$ cat src/common/stb_pkg.sv
// Constants shared by the stop-mode standby controller.
// Assumes a 32-bit APB register slave and a single mclk domain.
package stb_pkg;

    // Register byte offsets
    localparam logic [7:0] OFS_CTRL = 8'h00;
    localparam logic [7:0] OFS_SETTLE = 8'h04;
    localparam logic [7:0] OFS_STATUS = 8'h08;

    // Control register fields
    localparam int CTRL_W = 7;
    localparam int CTRL_LOWOSC_SEL = 0;
    localparam int CTRL_SUB_XT = 1;
    localparam int CTRL_SUB_EXT = 2;
    localparam int CTRL_FIH = 4;
    localparam int CTRL_FX = 5;
    localparam int CTRL_FEX = 6;
    localparam logic [6:0] CTRL_RST = 7'h10;

    // Settle select register
    localparam int SETTLE_W = 3;
    localparam logic [2:0] SETTLE_RST = 3'h7;
    localparam int SETTLE_BASE_CYC = 256;

    // Status register fields
    localparam int ST_IN_STOP = 0;
    localparam int ST_SETTLING = 1;
    localparam int ST_SLOWOSC = 2;
    localparam int ST_REFUSED = 3;

    typedef enum logic [1:0] {
        st_run,
        st_stop,
        st_settle
    } stb_state_t;

endpackage

$ cat src/core/stb_settle_timer.sv
// Oscillation settle wait counter.
// Assumes start is a one-cycle pulse in the mclk domain.
`timescale 1ns/1ps
module stb_settle_timer #(
    parameter int BASE = 256,
    parameter int SEL_W = 3
) (
    input wire logic mclk,
    input wire logic rst,
    input wire logic start,
    input wire logic [SEL_W-1:0] sel,
    output logic busy,
    output logic done
);
    localparam int CW = $clog2(BASE) + (1 << SEL_W) + 1;

    if (BASE < 1 || SEL_W < 1 || SEL_W > 4) begin : g_chk
        $error("stb_settle_timer: unsupported BASE or SEL_W");
    end

    logic [CW-1:0] cnt_ff;
    logic busy_ff;

    // Wait length is BASE shifted left by sel
    always_ff @(posedge mclk or posedge rst) begin
        if (rst) begin
            cnt_ff <= '0;
            busy_ff <= 1'b0;
        end else if (start) begin
            cnt_ff <= (CW'(BASE) << sel) - CW'(1);
            busy_ff <= 1'b1;
        end else if (busy_ff) begin
            cnt_ff <= cnt_ff - CW'(1);
            busy_ff <= (cnt_ff != '0);
        end
    end

    assign busy = busy_ff;
    assign done = busy_ff && (cnt_ff == '0);
endmodule

$ cat src/core/stb_port_hold.sv
// Port output latch holder, frozen while standby is held.
// Assumes latch values come from logic on mclk.
`timescale 1ns/1ps
module stb_port_hold #(
    parameter int W = 8
) (
    input wire logic mclk,
    input wire logic rst,
    input wire logic hold,
    input wire logic [W-1:0] latch_in,
    output logic [W-1:0] port_out
);
    if (W < 1) begin : g_chk
        $error("stb_port_hold: W must be positive");
    end

    for (genvar i = 0; i < W; i++) begin : g_bit
        logic bit_ff;
        always_ff @(posedge mclk or posedge rst) begin
            if (rst) begin
                bit_ff <= 1'b0;
            end else if (!hold) begin
                bit_ff <= latch_in[i];
            end
        end
        assign port_out[i] = bit_ff;
    end
endmodule

$ cat src/core/stb_stop_ctrl.sv
// Stop-mode standby controller: APB registers, entry FSM, clock gating.
// Assumes CPU and interrupt logic run on mclk and drive the stop request.
//
// What this block does
// - Deep standby is entered only by executing the stop instruction.
// - Entry allowed only when CPU ran from main system clock.
// - Pending unmasked interrupt at stop instruction clears standby at once.
// - After such clearing, resume only once the programmed settle wait ends.
// - Clocks keep running during that wait, like the halt state.
// - In standby the CPU clock supply is halted.
// - All three main clock sources stop on standby entry.
// - Subsystem crystal and external subclock keep their prior state.
// - Port output latches hold their prior values throughout standby.
// - Slow oscillator in standby follows option bits and clock select.
// - Clock select 1 keeps slow oscillator running in standby.
// - Clock select 0 and watchdog disabled stops slow oscillator.
// - Select 0, watchdog on, standby-run 1 keeps slow oscillator.
// - Select 0, watchdog on, standby-run 0 stops slow oscillator.
//
// Design decisions made here: the APB register port and the address map.
`timescale 1ns/1ps
module stb_stop_ctrl #(
    parameter int PORT_W = 8,
    parameter int SETTLE_BASE = stb_pkg::SETTLE_BASE_CYC
) (
    input wire logic mclk,
    input wire logic rst,
    input wire logic psel,
    input wire logic penable,
    input wire logic pwrite,
    input wire logic [7:0] paddr,
    input wire logic [31:0] pwdata,
    output logic [31:0] prdata,
    output logic pready,
    output logic pslverr,
    input wire logic stop_exec,
    input wire logic cpu_on_main,
    input wire logic irq_pending,
    input wire logic wdog_standby_run,
    input wire logic wdog_enable_option,
    input wire logic [PORT_W-1:0] port_latch_in,
    output logic [PORT_W-1:0] port_out,
    output logic cpu_clk_en,
    output logic fast_internal_osc_en,
    output logic main_crystal_osc_en,
    output logic ext_main_clk_en,
    output logic sub_crystal_osc_en,
    output logic ext_sub_clk_en,
    output logic slow_internal_osc_en,
    output logic in_stop,
    output logic settling,
    output logic resume
);
    if (PORT_W < 1 || SETTLE_BASE < 1) begin : g_chk
        $error("stb_stop_ctrl: unsupported parameters");
    end

    ////////////////////////////////////////////////////////////////////////////
    // APB decode

    logic [stb_pkg::CTRL_W-1:0] ctrl_ff;
    logic [stb_pkg::SETTLE_W-1:0] settle_sel_ff;
    logic refused_ff;
    logic [31:0] prdata_ff;
    stb_pkg::stb_state_t state_ff;
    stb_pkg::stb_state_t nxt_state;

    wire hit_ctrl = (paddr == stb_pkg::OFS_CTRL);
    wire hit_settle = (paddr == stb_pkg::OFS_SETTLE);
    wire hit_status = (paddr == stb_pkg::OFS_STATUS);
    wire hit_any = hit_ctrl || hit_settle || hit_status;
    wire setup_ph = psel && !penable;
    wire access_ph = psel && penable;
    wire wr_en = access_ph && pwrite && hit_any;
    wire wr_ctrl = wr_en && hit_ctrl;
    wire wr_settle = wr_en && hit_settle;
    wire wr_status = wr_en && hit_status;

    wire [31:0] status_word = {28'h0000000,
                               refused_ff,
                               slow_internal_osc_en,
                               settling,
                               in_stop};
    wire [31:0] rd_mux = hit_ctrl ? {25'h0, ctrl_ff} :
                         hit_settle ? {29'h0, settle_sel_ff} :
                         hit_status ? status_word : 32'h00000000;

    assign pready = 1'b1;
    assign pslverr = access_ph && !hit_any;
    assign prdata = prdata_ff;

    ////////////////////////////////////////////////////////////////////////////
    // Registers

    // Read data sampled in the setup cycle
    always_ff @(posedge mclk or posedge rst) begin
        if (rst) begin
            prdata_ff <= 32'h00000000;
        end else if (setup_ph) begin
            prdata_ff <= rd_mux;
        end
    end

    always_ff @(posedge mclk or posedge rst) begin
        if (rst) begin
            ctrl_ff <= stb_pkg::CTRL_RST;
            settle_sel_ff <= stb_pkg::SETTLE_RST;
        end else begin
            if (wr_ctrl) begin
                ctrl_ff <= pwdata[stb_pkg::CTRL_W-1:0];
            end
            if (wr_settle) begin
                settle_sel_ff <= pwdata[stb_pkg::SETTLE_W-1:0];
            end
        end
    end

    ////////////////////////////////////////////////////////////////////////////
    // Entry and release state machine

    wire is_run = (state_ff == stb_pkg::st_run);
    wire is_stop = (state_ff == stb_pkg::st_stop);
    wire is_settle = (state_ff == stb_pkg::st_settle);
    // Only the stop instruction from main clock starts entry
    wire accept = is_run && stop_exec && cpu_on_main;
    wire refuse = is_run && stop_exec && !cpu_on_main;
    // Pending interrupt turns entry straight into the settle wait
    wire timer_start = (accept && irq_pending) || (is_stop && irq_pending);
    wire timer_busy;
    wire timer_done;

    // Refused request flag, set wins over write-one clear
    always_ff @(posedge mclk or posedge rst) begin
        if (rst) begin
            refused_ff <= 1'b0;
        end else begin
            refused_ff <= refuse || (refused_ff && !(wr_status && pwdata[stb_pkg::ST_REFUSED]));
        end
    end

    always_comb begin
        nxt_state = state_ff;
        case (state_ff)
            stb_pkg::st_run: begin
                if (accept) begin
                    nxt_state = irq_pending ? stb_pkg::st_settle : stb_pkg::st_stop;
                end
            end
            stb_pkg::st_stop: begin
                if (irq_pending) begin
                    nxt_state = stb_pkg::st_settle;
                end
            end
            stb_pkg::st_settle: begin
                if (timer_done) begin
                    nxt_state = stb_pkg::st_run;
                end
            end
            default: begin
                nxt_state = stb_pkg::st_run;
            end
        endcase
    end

    logic resume_ff;

    always_ff @(posedge mclk or posedge rst) begin
        if (rst) begin
            state_ff <= stb_pkg::st_run;
            resume_ff <= 1'b0;
        end else begin
            state_ff <= nxt_state;
            resume_ff <= is_settle && timer_done;
        end
    end

    stb_settle_timer #(
        .BASE(SETTLE_BASE),
        .SEL_W(stb_pkg::SETTLE_W)
    ) u_timer (
        .mclk(mclk),
        .rst(rst),
        .start(timer_start),
        .sel(settle_sel_ff),
        .busy(timer_busy),
        .done(timer_done)
    );

    ////////////////////////////////////////////////////////////////////////////
    // Clock and port control

    wire lowosc_sel = ctrl_ff[stb_pkg::CTRL_LOWOSC_SEL];
    // Slow oscillator choice while stopped
    wire slow_keep = lowosc_sel || (wdog_enable_option && wdog_standby_run);

    assign in_stop = is_stop;
    assign settling = is_settle;
    assign resume = resume_ff;
    // CPU clock only in run; settle behaves as halt
    assign cpu_clk_en = is_run;
    // Main sources stay up during the settle wait
    assign fast_internal_osc_en = ctrl_ff[stb_pkg::CTRL_FIH] && !is_stop;
    assign main_crystal_osc_en = ctrl_ff[stb_pkg::CTRL_FX] && !is_stop;
    assign ext_main_clk_en = ctrl_ff[stb_pkg::CTRL_FEX] && !is_stop;
    // Subsystem sources follow software alone
    assign sub_crystal_osc_en = ctrl_ff[stb_pkg::CTRL_SUB_XT];
    assign ext_sub_clk_en = ctrl_ff[stb_pkg::CTRL_SUB_EXT];
    assign slow_internal_osc_en = is_stop ? slow_keep : 1'b1;

    stb_port_hold #(
        .W(PORT_W)
    ) u_ports (
        .mclk(mclk),
        .rst(rst),
        .hold(is_stop),
        .latch_in(port_latch_in),
        .port_out(port_out)
    );

    ////////////////////////////////////////////////////////////////////////////
    // Checks

    localparam int HCW = $clog2(SETTLE_BASE) + (1 << stb_pkg::SETTLE_W) + 1;
    logic [HCW-1:0] settle_cyc_ff;
    logic [stb_pkg::SETTLE_W-1:0] sel_lat_ff;

    always_ff @(posedge mclk or posedge rst) begin
        if (rst) begin
            settle_cyc_ff <= '0;
            sel_lat_ff <= '0;
        end else begin
            settle_cyc_ff <= is_settle ? settle_cyc_ff + HCW'(1) : '0;
            if (timer_start) begin
                sel_lat_ff <= settle_sel_ff;
            end
        end
    end

    property p_entry_by_instr;
        @(posedge mclk) disable iff (rst)
        $rose(in_stop) |-> $past(stop_exec) && $past(cpu_on_main);
    endproperty
    a_entry_by_instr: assert property (p_entry_by_instr) else $error("stop entered without instruction");

    property p_no_sub_entry;
        @(posedge mclk) disable iff (rst)
        (is_run && stop_exec && !cpu_on_main) |=> is_run && refused_ff;
    endproperty
    a_no_sub_entry: assert property (p_no_sub_entry) else $error("stop taken off main clock");

    property p_irq_clears;
        @(posedge mclk) disable iff (rst)
        (is_run && stop_exec && cpu_on_main && irq_pending) |=> settling && !in_stop;
    endproperty
    a_irq_clears: assert property (p_irq_clears) else $error("pending interrupt did not clear stop");

    property p_settle_len;
        @(posedge mclk) disable iff (rst)
        $fell(settling) |-> settle_cyc_ff == (HCW'(SETTLE_BASE) << sel_lat_ff);
    endproperty
    a_settle_len: assert property (p_settle_len) else $error("settle wait length wrong");

    property p_settle_busy;
        @(posedge mclk) disable iff (rst)
        settling |-> timer_busy;
    endproperty
    a_settle_busy: assert property (p_settle_busy) else $error("settle state without running timer");

    property p_settle_clocks;
        @(posedge mclk) disable iff (rst)
        settling |-> fast_internal_osc_en == ctrl_ff[stb_pkg::CTRL_FIH] && !cpu_clk_en;
    endproperty
    a_settle_clocks: assert property (p_settle_clocks) else $error("clock stopped in settle wait");

    property p_cpu_gated;
        @(posedge mclk) disable iff (rst)
        $rose(in_stop) |-> !cpu_clk_en && $past(cpu_clk_en);
    endproperty
    a_cpu_gated: assert property (p_cpu_gated) else $error("cpu clock running in stop");

    property p_main_stopped;
        @(posedge mclk) disable iff (rst)
        in_stop |-> !fast_internal_osc_en && !main_crystal_osc_en && !ext_main_clk_en;
    endproperty
    a_main_stopped: assert property (p_main_stopped) else $error("main source running in stop");

    property p_sub_kept;
        @(posedge mclk) disable iff (rst)
        $rose(in_stop) |-> $stable(sub_crystal_osc_en) && $stable(ext_sub_clk_en);
    endproperty
    a_sub_kept: assert property (p_sub_kept) else $error("subclock changed on stop entry");

    property p_port_hold;
        @(posedge mclk) disable iff (rst)
        (in_stop && $past(in_stop)) |-> $stable(port_out);
    endproperty
    a_port_hold: assert property (p_port_hold) else $error("port latch changed in stop");

    property p_lowosc_sel;
        @(posedge mclk) disable iff (rst)
        (in_stop && lowosc_sel) |-> slow_internal_osc_en;
    endproperty
    a_lowosc_sel: assert property (p_lowosc_sel) else $error("slow osc stopped with select set");

    property p_wdog_off;
        @(posedge mclk) disable iff (rst)
        (in_stop && !lowosc_sel && !wdog_enable_option) |-> !slow_internal_osc_en;
    endproperty
    a_wdog_off: assert property (p_wdog_off) else $error("slow osc running, watchdog off");

    property p_wdog_run;
        @(posedge mclk) disable iff (rst)
        (in_stop && !lowosc_sel && wdog_enable_option && wdog_standby_run) |-> slow_internal_osc_en;
    endproperty
    a_wdog_run: assert property (p_wdog_run) else $error("slow osc stopped, standby-run set");

    property p_wdog_norun;
        @(posedge mclk) disable iff (rst)
        (in_stop && !lowosc_sel && wdog_enable_option && !wdog_standby_run) |-> !slow_internal_osc_en;
    endproperty
    a_wdog_norun: assert property (p_wdog_norun) else $error("slow osc running, standby-run clear");

endmodule

$ cat config.mk
export PLATFORM = sky130hd
export DESIGN_NAME = stb_stop_ctrl
export DESIGN_NICKNAME = d
export VERILOG_FILES = /design/src/common/stb_pkg.sv /design/src/core/stb_settle_timer.sv /design/src/core/stb_port_hold.sv /design/src/core/stb_stop_ctrl.sv
export SDC_FILE = /design/constraint.sdc
export NUM_CORES = 1
export LEC_CHECK = 0
export BUFFER_PORTS_ARGS = -buffer_cell sky130_fd_sc_hd__buf_4
export CAP_MARGIN = 15
export CELL_PAD_IN_SITES_DETAIL_PLACEMENT = 1
export CELL_PAD_IN_SITES_GLOBAL_PLACEMENT = 2
export CORE_MARGIN = 2
export CORE_UTILIZATION = 28
export CTS_CLUSTER_DIAMETER = 80
export DETAILED_ROUTE_END_ITERATION = 16
export GPL_TIMING_DRIVEN = 0
export MAX_ROUTING_LAYER = met4
export PLACE_DENSITY_LB_ADDON = 0.1
export SYNTH_ARGS = -nofsm -noshare
export SYNTH_HDL_FRONTEND = slang
export SYNTH_SLANG_ARGS = --single-unit
$ cat constraint.sdc
create_clock -name mclk -period 2.1 [get_ports mclk]
set_input_delay 0.105 -clock mclk [delete_from_list [all_inputs] [get_ports mclk]]
set_output_delay 0.105 -clock mclk [all_outputs]
set_load 0.005 [all_outputs]
Yosys cells after proc, flatten, opt, wreduce, memory -nomap -nowiden --
Index checks and enable logic that the tools add are counted.
Cells by class: add/sub/neg operators 2, mux-type cells 13, shift-type cells 1, equality and inequality tests 7, reduce and logical (&&, ||, !) cells 37
Operators by type and width (number):
- $mux 17 | 2
- $logic_and 1x1->1 | 21
- $logic_not 17->1 | 1
- $reduce_bool 17->1 | 1
- $shl 9x3->17 const A | 1
- $sub 17x1->17 const B | 1
- $sub 17x2->17 const B | 1
- $eq 8x3->1 const B | 1
- $eq 8x4->1 const B | 1
- $logic_not 8->1 | 1
- $mux 2 | 4
- $mux 4 | 2
- $mux 7 | 1
- $pmux 2 s3 | 1
- $logic_not 1->1 | 5
- $logic_or 1x1->1 | 5
- $ne 2x1->1 const B | 2
- $mux 1 | 3
- $reduce_and 3->1 | 1
- $eq 2x1->1 const B | 1
- $eq 2x2->1 const B | 1
- $logic_not 2->1 | 1
- $ne 2x2->1 const B | 1
- $reduce_bool 2->1 | 1
Word-level totals: flip-flop bits (word level) 72, word-level logic and storage cells 76

Depth between registers and ports, before layout --
depth in word-level cells 9, mapped depth 6

By module --
From an unflattened synthesis, not the netlist that was laid out.
Unflattened totals: cells, all modules 247, area, all modules 2587.5 sq um
Modules (own cells, without submodules):
- stb_stop_ctrl | cells each 120, instances 1, area an instance 1206.2 sq um
- stb_settle_timer | cells each 101, instances 1, area an instance 985.9 sq um
- stb_port_hold | cells each 26, instances 1, area an instance 395.4 sq um

Least setup slack after synthesis --
Ideal clock, no wire load.
path type reg-to-reg, from reg u_timer.cnt_ff[5], to reg u_timer.cnt_ff[16], library setup time 0.120 ns, period minus slack after synthesis 1.826 ns, slack 0.274 ns, data required time 1.980 ns, stages on the path, launching flop included 5, arrival 1.706 ns, cells stage by stage dfrtp_1 > or4_1 > nor4b_2 > a211oi_1 > a31o_2
On the way: word-level cells in the longest chain between the ends 3
RTL lines:
- start, declared | RTL line stb_settle_timer.sv:21 | logic [CW-1:0] cnt_ff;
- start signal, assigned | RTL line stb_settle_timer.sv:30 | cnt_ff <= (CW'(BASE) << sel) - CW'(1);
- start signal, assigned | RTL line stb_settle_timer.sv:33 | cnt_ff <= cnt_ff - CW'(1);
- $sub 17x1->17 | RTL line stb_settle_timer.sv:33
- $mux 17 | RTL line stb_settle_timer.sv:32 | end else if (busy_ff) begin
- $mux 17 | RTL line stb_settle_timer.sv:29 | end else if (start) begin
No other way between the ends. The select of a mux whose other input is x is not followed. A chain may end at the register's enable or synchronous reset.

Final worst setup path --
Same ends and word-level chain as after synthesis.

==> results.yml <==
run_status:
  run_status: "finished clean"
power_and_ir_drop:
  leakage_nw: 1.60
  power-per-cell-area_nw_per_um2: 751
  net-switching-power_mw: 0.894
  max-vdd-ir-drop_mv: 0.302
  share_clk_of_total_power: 0.224
  seqPwrFrac: 0.481
  netSwitchingFraction: 0.347
  pwr-share-comb: 0.295
  internal-power_mw: 1.68
global_routing:
  grt_pass1_vias: 2019
  first_pass_grt_wire_length_mm: 10.3
  antenna_found_initial: 0
  grt_start_max_net_pins: 40
  grt_use_total: 0.132
  grt_overflow: 0
logic_synthesis:
  post_synth.cell_area_avg_um2: 10.2
  yosysWarningCount: 0
  postSynthRegisterBits: 47
  netlist_area_um2: 2610
  register_area_share_after_synthesis: 0.452
  synthCells: 255
  synth.lib_cells_used.distinct: 50
critical_path:
  critPathCapture: "u_timer.cnt_ff[16]$_DFFE_PP0P_"
  critPathSlowestCell: "sky130_fd_sc_hd__or4_4"
  setup.worst_path.class: "reg2reg"
  cp_num_buf_inv: 0
  cp_data_arrival_time_ns: 2.12
  path_cells: "or4_4 -> nor4b_4 -> a211oi_1 -> a31o_2"
  critPathLaunch: "u_timer.cnt_ff[5]$_DFFE_PP0P_"
  crit_path_end_kind: "register"
  setup.reg_to_reg.worst_slack_ns: 0.19
  reg2regPathDepth: 4
  critical_path_required_ns: 2.31
  worstReg2RegEnd: "u_timer.cnt_ff[16]$_DFFE_PP0P_"
  crit_path_max_incr_delay_ns: 0.62
  critical_path_cell_count: 4
  timing.critical_path.from_type: "register"
  path_max_fanout: 7
  delay_heaviest_family_cp: "simple AND/OR/NAND/NOR gates"
  crit-reg2reg-launch: "u_timer.cnt_ff[5]$_DFFE_PP0P_"
clocking:
  worst_setup_hold_path_clk_slew_ns: 0.10
  htreeDepth: 2
  post-cts-setup-buffer-count: 0
  clkLatencyLatePin_ns: 0.31
  cts_tree: "built"
  cts_made_buffers: 5
  root_buffer: "sky130_fd_sc_hd__clkbuf_8"
  numClockSinks: 47
  ctsLongestPathBuffers: 2
routing:
  routed_wire_length_per_instance_um: 13.6
  viasPerCell: 4.47
  drt_iter0_drc: 74
  drcViolationCount: 0
  vias: 2051
  ant_nets: 0
  wirelength_mm: 6.23
  drtPass1Iterations: 4
die:
  num_io_pins: 110
  fp.dieH_um: 101
  fp.dieArea_um2: 10100
  placement_rows: 35
  fp.coreArea_um2: 9150
  fp.dieW_um: 101
  initial_utilization: 0.285
timing:
  finalCritPeriodShare: 0.910
  grt_setup_unrepaired: "no"
  timing_max_transition_violations_final: 0
  final-hold-violation-count: 0
  worst_clock_skew_ns: 0.0132
  timing.setup.tns_ns: 0
  max_clock_freq_mhz: 523
  setup_violators_final: 0
  final_period_minus_worst_setup_slack_ns: 1.91
  final.setup.worst_slack_ns: 0.189
place:
  preCtsSetupSlack_ns: 0.0194
  dp_hpwl_mm: 4.73
  place_congestion: 0.772
  place.port_buffers: 57
cells_and_area:
  layout-drive-gt1-share: 0.402
  n_antenna_cell: 0
  areaGrowthSynthToFinish_pct: 31.3
  num-fill-cells: 1082
  fin_nets: 407
flow_run:
  cap_viol_max_count: 0
worst_hold_path:
  hp-class: "in2reg"
## final cells by class
class                      instances  area [um2]  share of cell area
tap                              111         139              0.0405
buffer                            47         322              0.0937
timing repair buffer              61         478               0.139
inverter                           8        30.0             0.00875
clock buffer                       5        68.8              0.0201
sequential                        47        1180               0.344
multi-input combinational        177        1190               0.348
clock inverter                     3        18.8             0.00547
## synth_stat cells, drive strengths merged
library cell	number	area (um2)
a211oi	2	15.0
a31o	1	8.76
nor2	10	45.0
mux2i	3	30.0
nand3	3	15.0
a31oi	2	12.5
o211ai	1	7.51
and3	4	25.0
clkbuf	8	30.0
dfstp	4	105
o21ai	12	60.1
inv	8	30.0
o41ai	3	26.3
or2	2	12.5
o31a	1	8.76
or4bb	1	11.3
nand4	3	18.8
xnor2	8	70.1
nor3	4	20.0
a22o	2	17.5
ha	2	25.0
nor4b	1	15.0
nand2	19	71.3
a21oi	7	35.0
dfrtp	43	1080
xor2	3	26.3
conb	2	7.51
mux2	18	203
nand3b	2	15.0
nand2b	2	12.5
or3	3	18.8
nor3b	2	15.0
or3b	1	8.76
and2	2	12.5
nor2b	6	37.5
or4	6	52.6
nor4	9	77.6
o31ai	1	7.51
buf	39	290
o22ai	2	12.5
a21o	3	23.8
## routing by layer
| metal | vias up | wire [um] | track usage |
|---|---|---|---|
| met5 | - | 0 | - |
| met4 | 0 | 75 | 0.0379 |
| met3 | 5 | 281 | 0.0222 |
| met2 | 58 | 2880 | 0.203 |
| met1 | 972 | 3000 | 0.179 |
| li1 | 1016 | - | - |
## stage by stage
stage	area (um2)	hold WS [ns]	instances	power (mW)	utilization
CTS	3410	0.0145	459	2.60	0.372
detailed placement	3290	0.0441	448	2.00	0.359
floorplan	2700	0.175	279	1.72	-
global route	3430	0.0133	459	2.78	0.375
global placement	3270	0.272	447	1.97	0.357
finish	3430	0.0263	459	2.58	0.375
## cell families (layout without fill, tap and decap cells)
family	count (synthesis)	in the layout	synth area share
XOR/XNOR	11	11	0.0369
AND/OR/NAND/NOR	80	80	0.185
multiplexers	21	21	0.0891
buffers and inverters	55	124	0.134
adder cells (fa/ha/maj)	2	2	0.00958
flip-flops	47	47	0.452
AO/OA/AOI/OAI	37	37	0.0900
other	2	26	0.00287
## what timing repair did
| action | 4_1_cts | 5_1_grt |
|---|---|---|
| gates resized for setup | 0 | 6 |
| hold buffers | 3 | 0 |
| endpoints found under the setup margin | 0 | 10 |
| endpoints found under the hold margin | 10 | 0 |
## cells in the final DEF, fill, tap and decap left out, types with 2 or more instances in the layout
master	count
sky130_fd_sc_hd__xor2_1	3
sky130_fd_sc_hd__a21o_1	2
sky130_fd_sc_hd__mux2_2	18
sky130_fd_sc_hd__mux2i_1	3
sky130_fd_sc_hd__o41ai_1	3
sky130_fd_sc_hd__clkbuf_8	5
sky130_fd_sc_hd__buf_1	2
sky130_fd_sc_hd__nand3b_1	2
sky130_fd_sc_hd__nor4_1	7
sky130_fd_sc_hd__nand2_1	19
sky130_fd_sc_hd__o22ai_1	2
sky130_fd_sc_hd__clkinv_2	2
sky130_fd_sc_hd__nor3_1	3
sky130_fd_sc_hd__a22o_1	2
sky130_fd_sc_hd__clkbuf_1	7
sky130_fd_sc_hd__or4_1	3
sky130_fd_sc_hd__o21ai_0	12
sky130_fd_sc_hd__a21oi_1	7
sky130_fd_sc_hd__or4_4	3
sky130_fd_sc_hd__nand3_1	3
sky130_fd_sc_hd__a31oi_1	2
sky130_fd_sc_hd__nand4_1	3
sky130_fd_sc_hd__buf_4	91
sky130_fd_sc_hd__a211oi_1	2
sky130_fd_sc_hd__nor2_1	9
sky130_fd_sc_hd__and3_1	4
sky130_fd_sc_hd__dfrtp_1	43
sky130_fd_sc_hd__conb_1	26
sky130_fd_sc_hd__dfstp_2	4
sky130_fd_sc_hd__and2_1	2
sky130_fd_sc_hd__xnor2_1	8
sky130_fd_sc_hd__nor2b_1	6
sky130_fd_sc_hd__or3_1	3
sky130_fd_sc_hd__inv_1	7
sky130_fd_sc_hd__dlygate4sd3_1	3
sky130_fd_sc_hd__ha_1	2
sky130_fd_sc_hd__buf_6	2
sky130_fd_sc_hd__nand2b_1	2
## worst min-delay path by stage
| stage | slack (ns) | start | endpoint | cells past startpoint |
|---|---|---|---|---|
| global route | 0.01 | port_latch_in[4] | u_ports.g_bit[4].bit_ff$_DFFE_PP0N_ | 2 |
| global placement | 0.27 | irq_pending | state_ff[0]$_DFFE_PP0P_ | 2 |
| finish | 0.03 | port_latch_in[0] | u_ports.g_bit[0].bit_ff$_DFFE_PP0N_ | 2 |
| detailed placement | 0.04 | rst | u_ports.g_bit[3].bit_ff$_DFFE_PP0N_ | 2 |
| CTS | 0.01 | port_latch_in[5] | u_ports.g_bit[5].bit_ff$_DFFE_PP0N_ | 2 |
| floorplan | 0.17 | irq_pending | state_ff[0]$_DFFE_PP0P_ | 1 |
## power groups by stage
stage               logic, mW  clock network [mW]  registers [mW]
finish                  0.760               0.577            1.24
global route            0.880               0.634            1.27
CTS                     0.763               0.603            1.23
detailed placement      0.756                   0            1.24
global placement        0.732                   0            1.24
floorplan               0.518                   0            1.20
## flip-flops by register name, summed over array words and instances, names as in the netlist
| register | flops |
|---|---|
| settle_sel_ff | 3 |
| prdata | 7 |
| state_ff | 2 |
| u_timer.busy | 1 |
| resume | 1 |
| refused_ff | 1 |
| ctrl_ff | 7 |
| u_timer.cnt_ff | 17 |
| u_ports.g_bit.bit_ff | 8 |
Note: power is estimated with default switching activity, not from simulation.
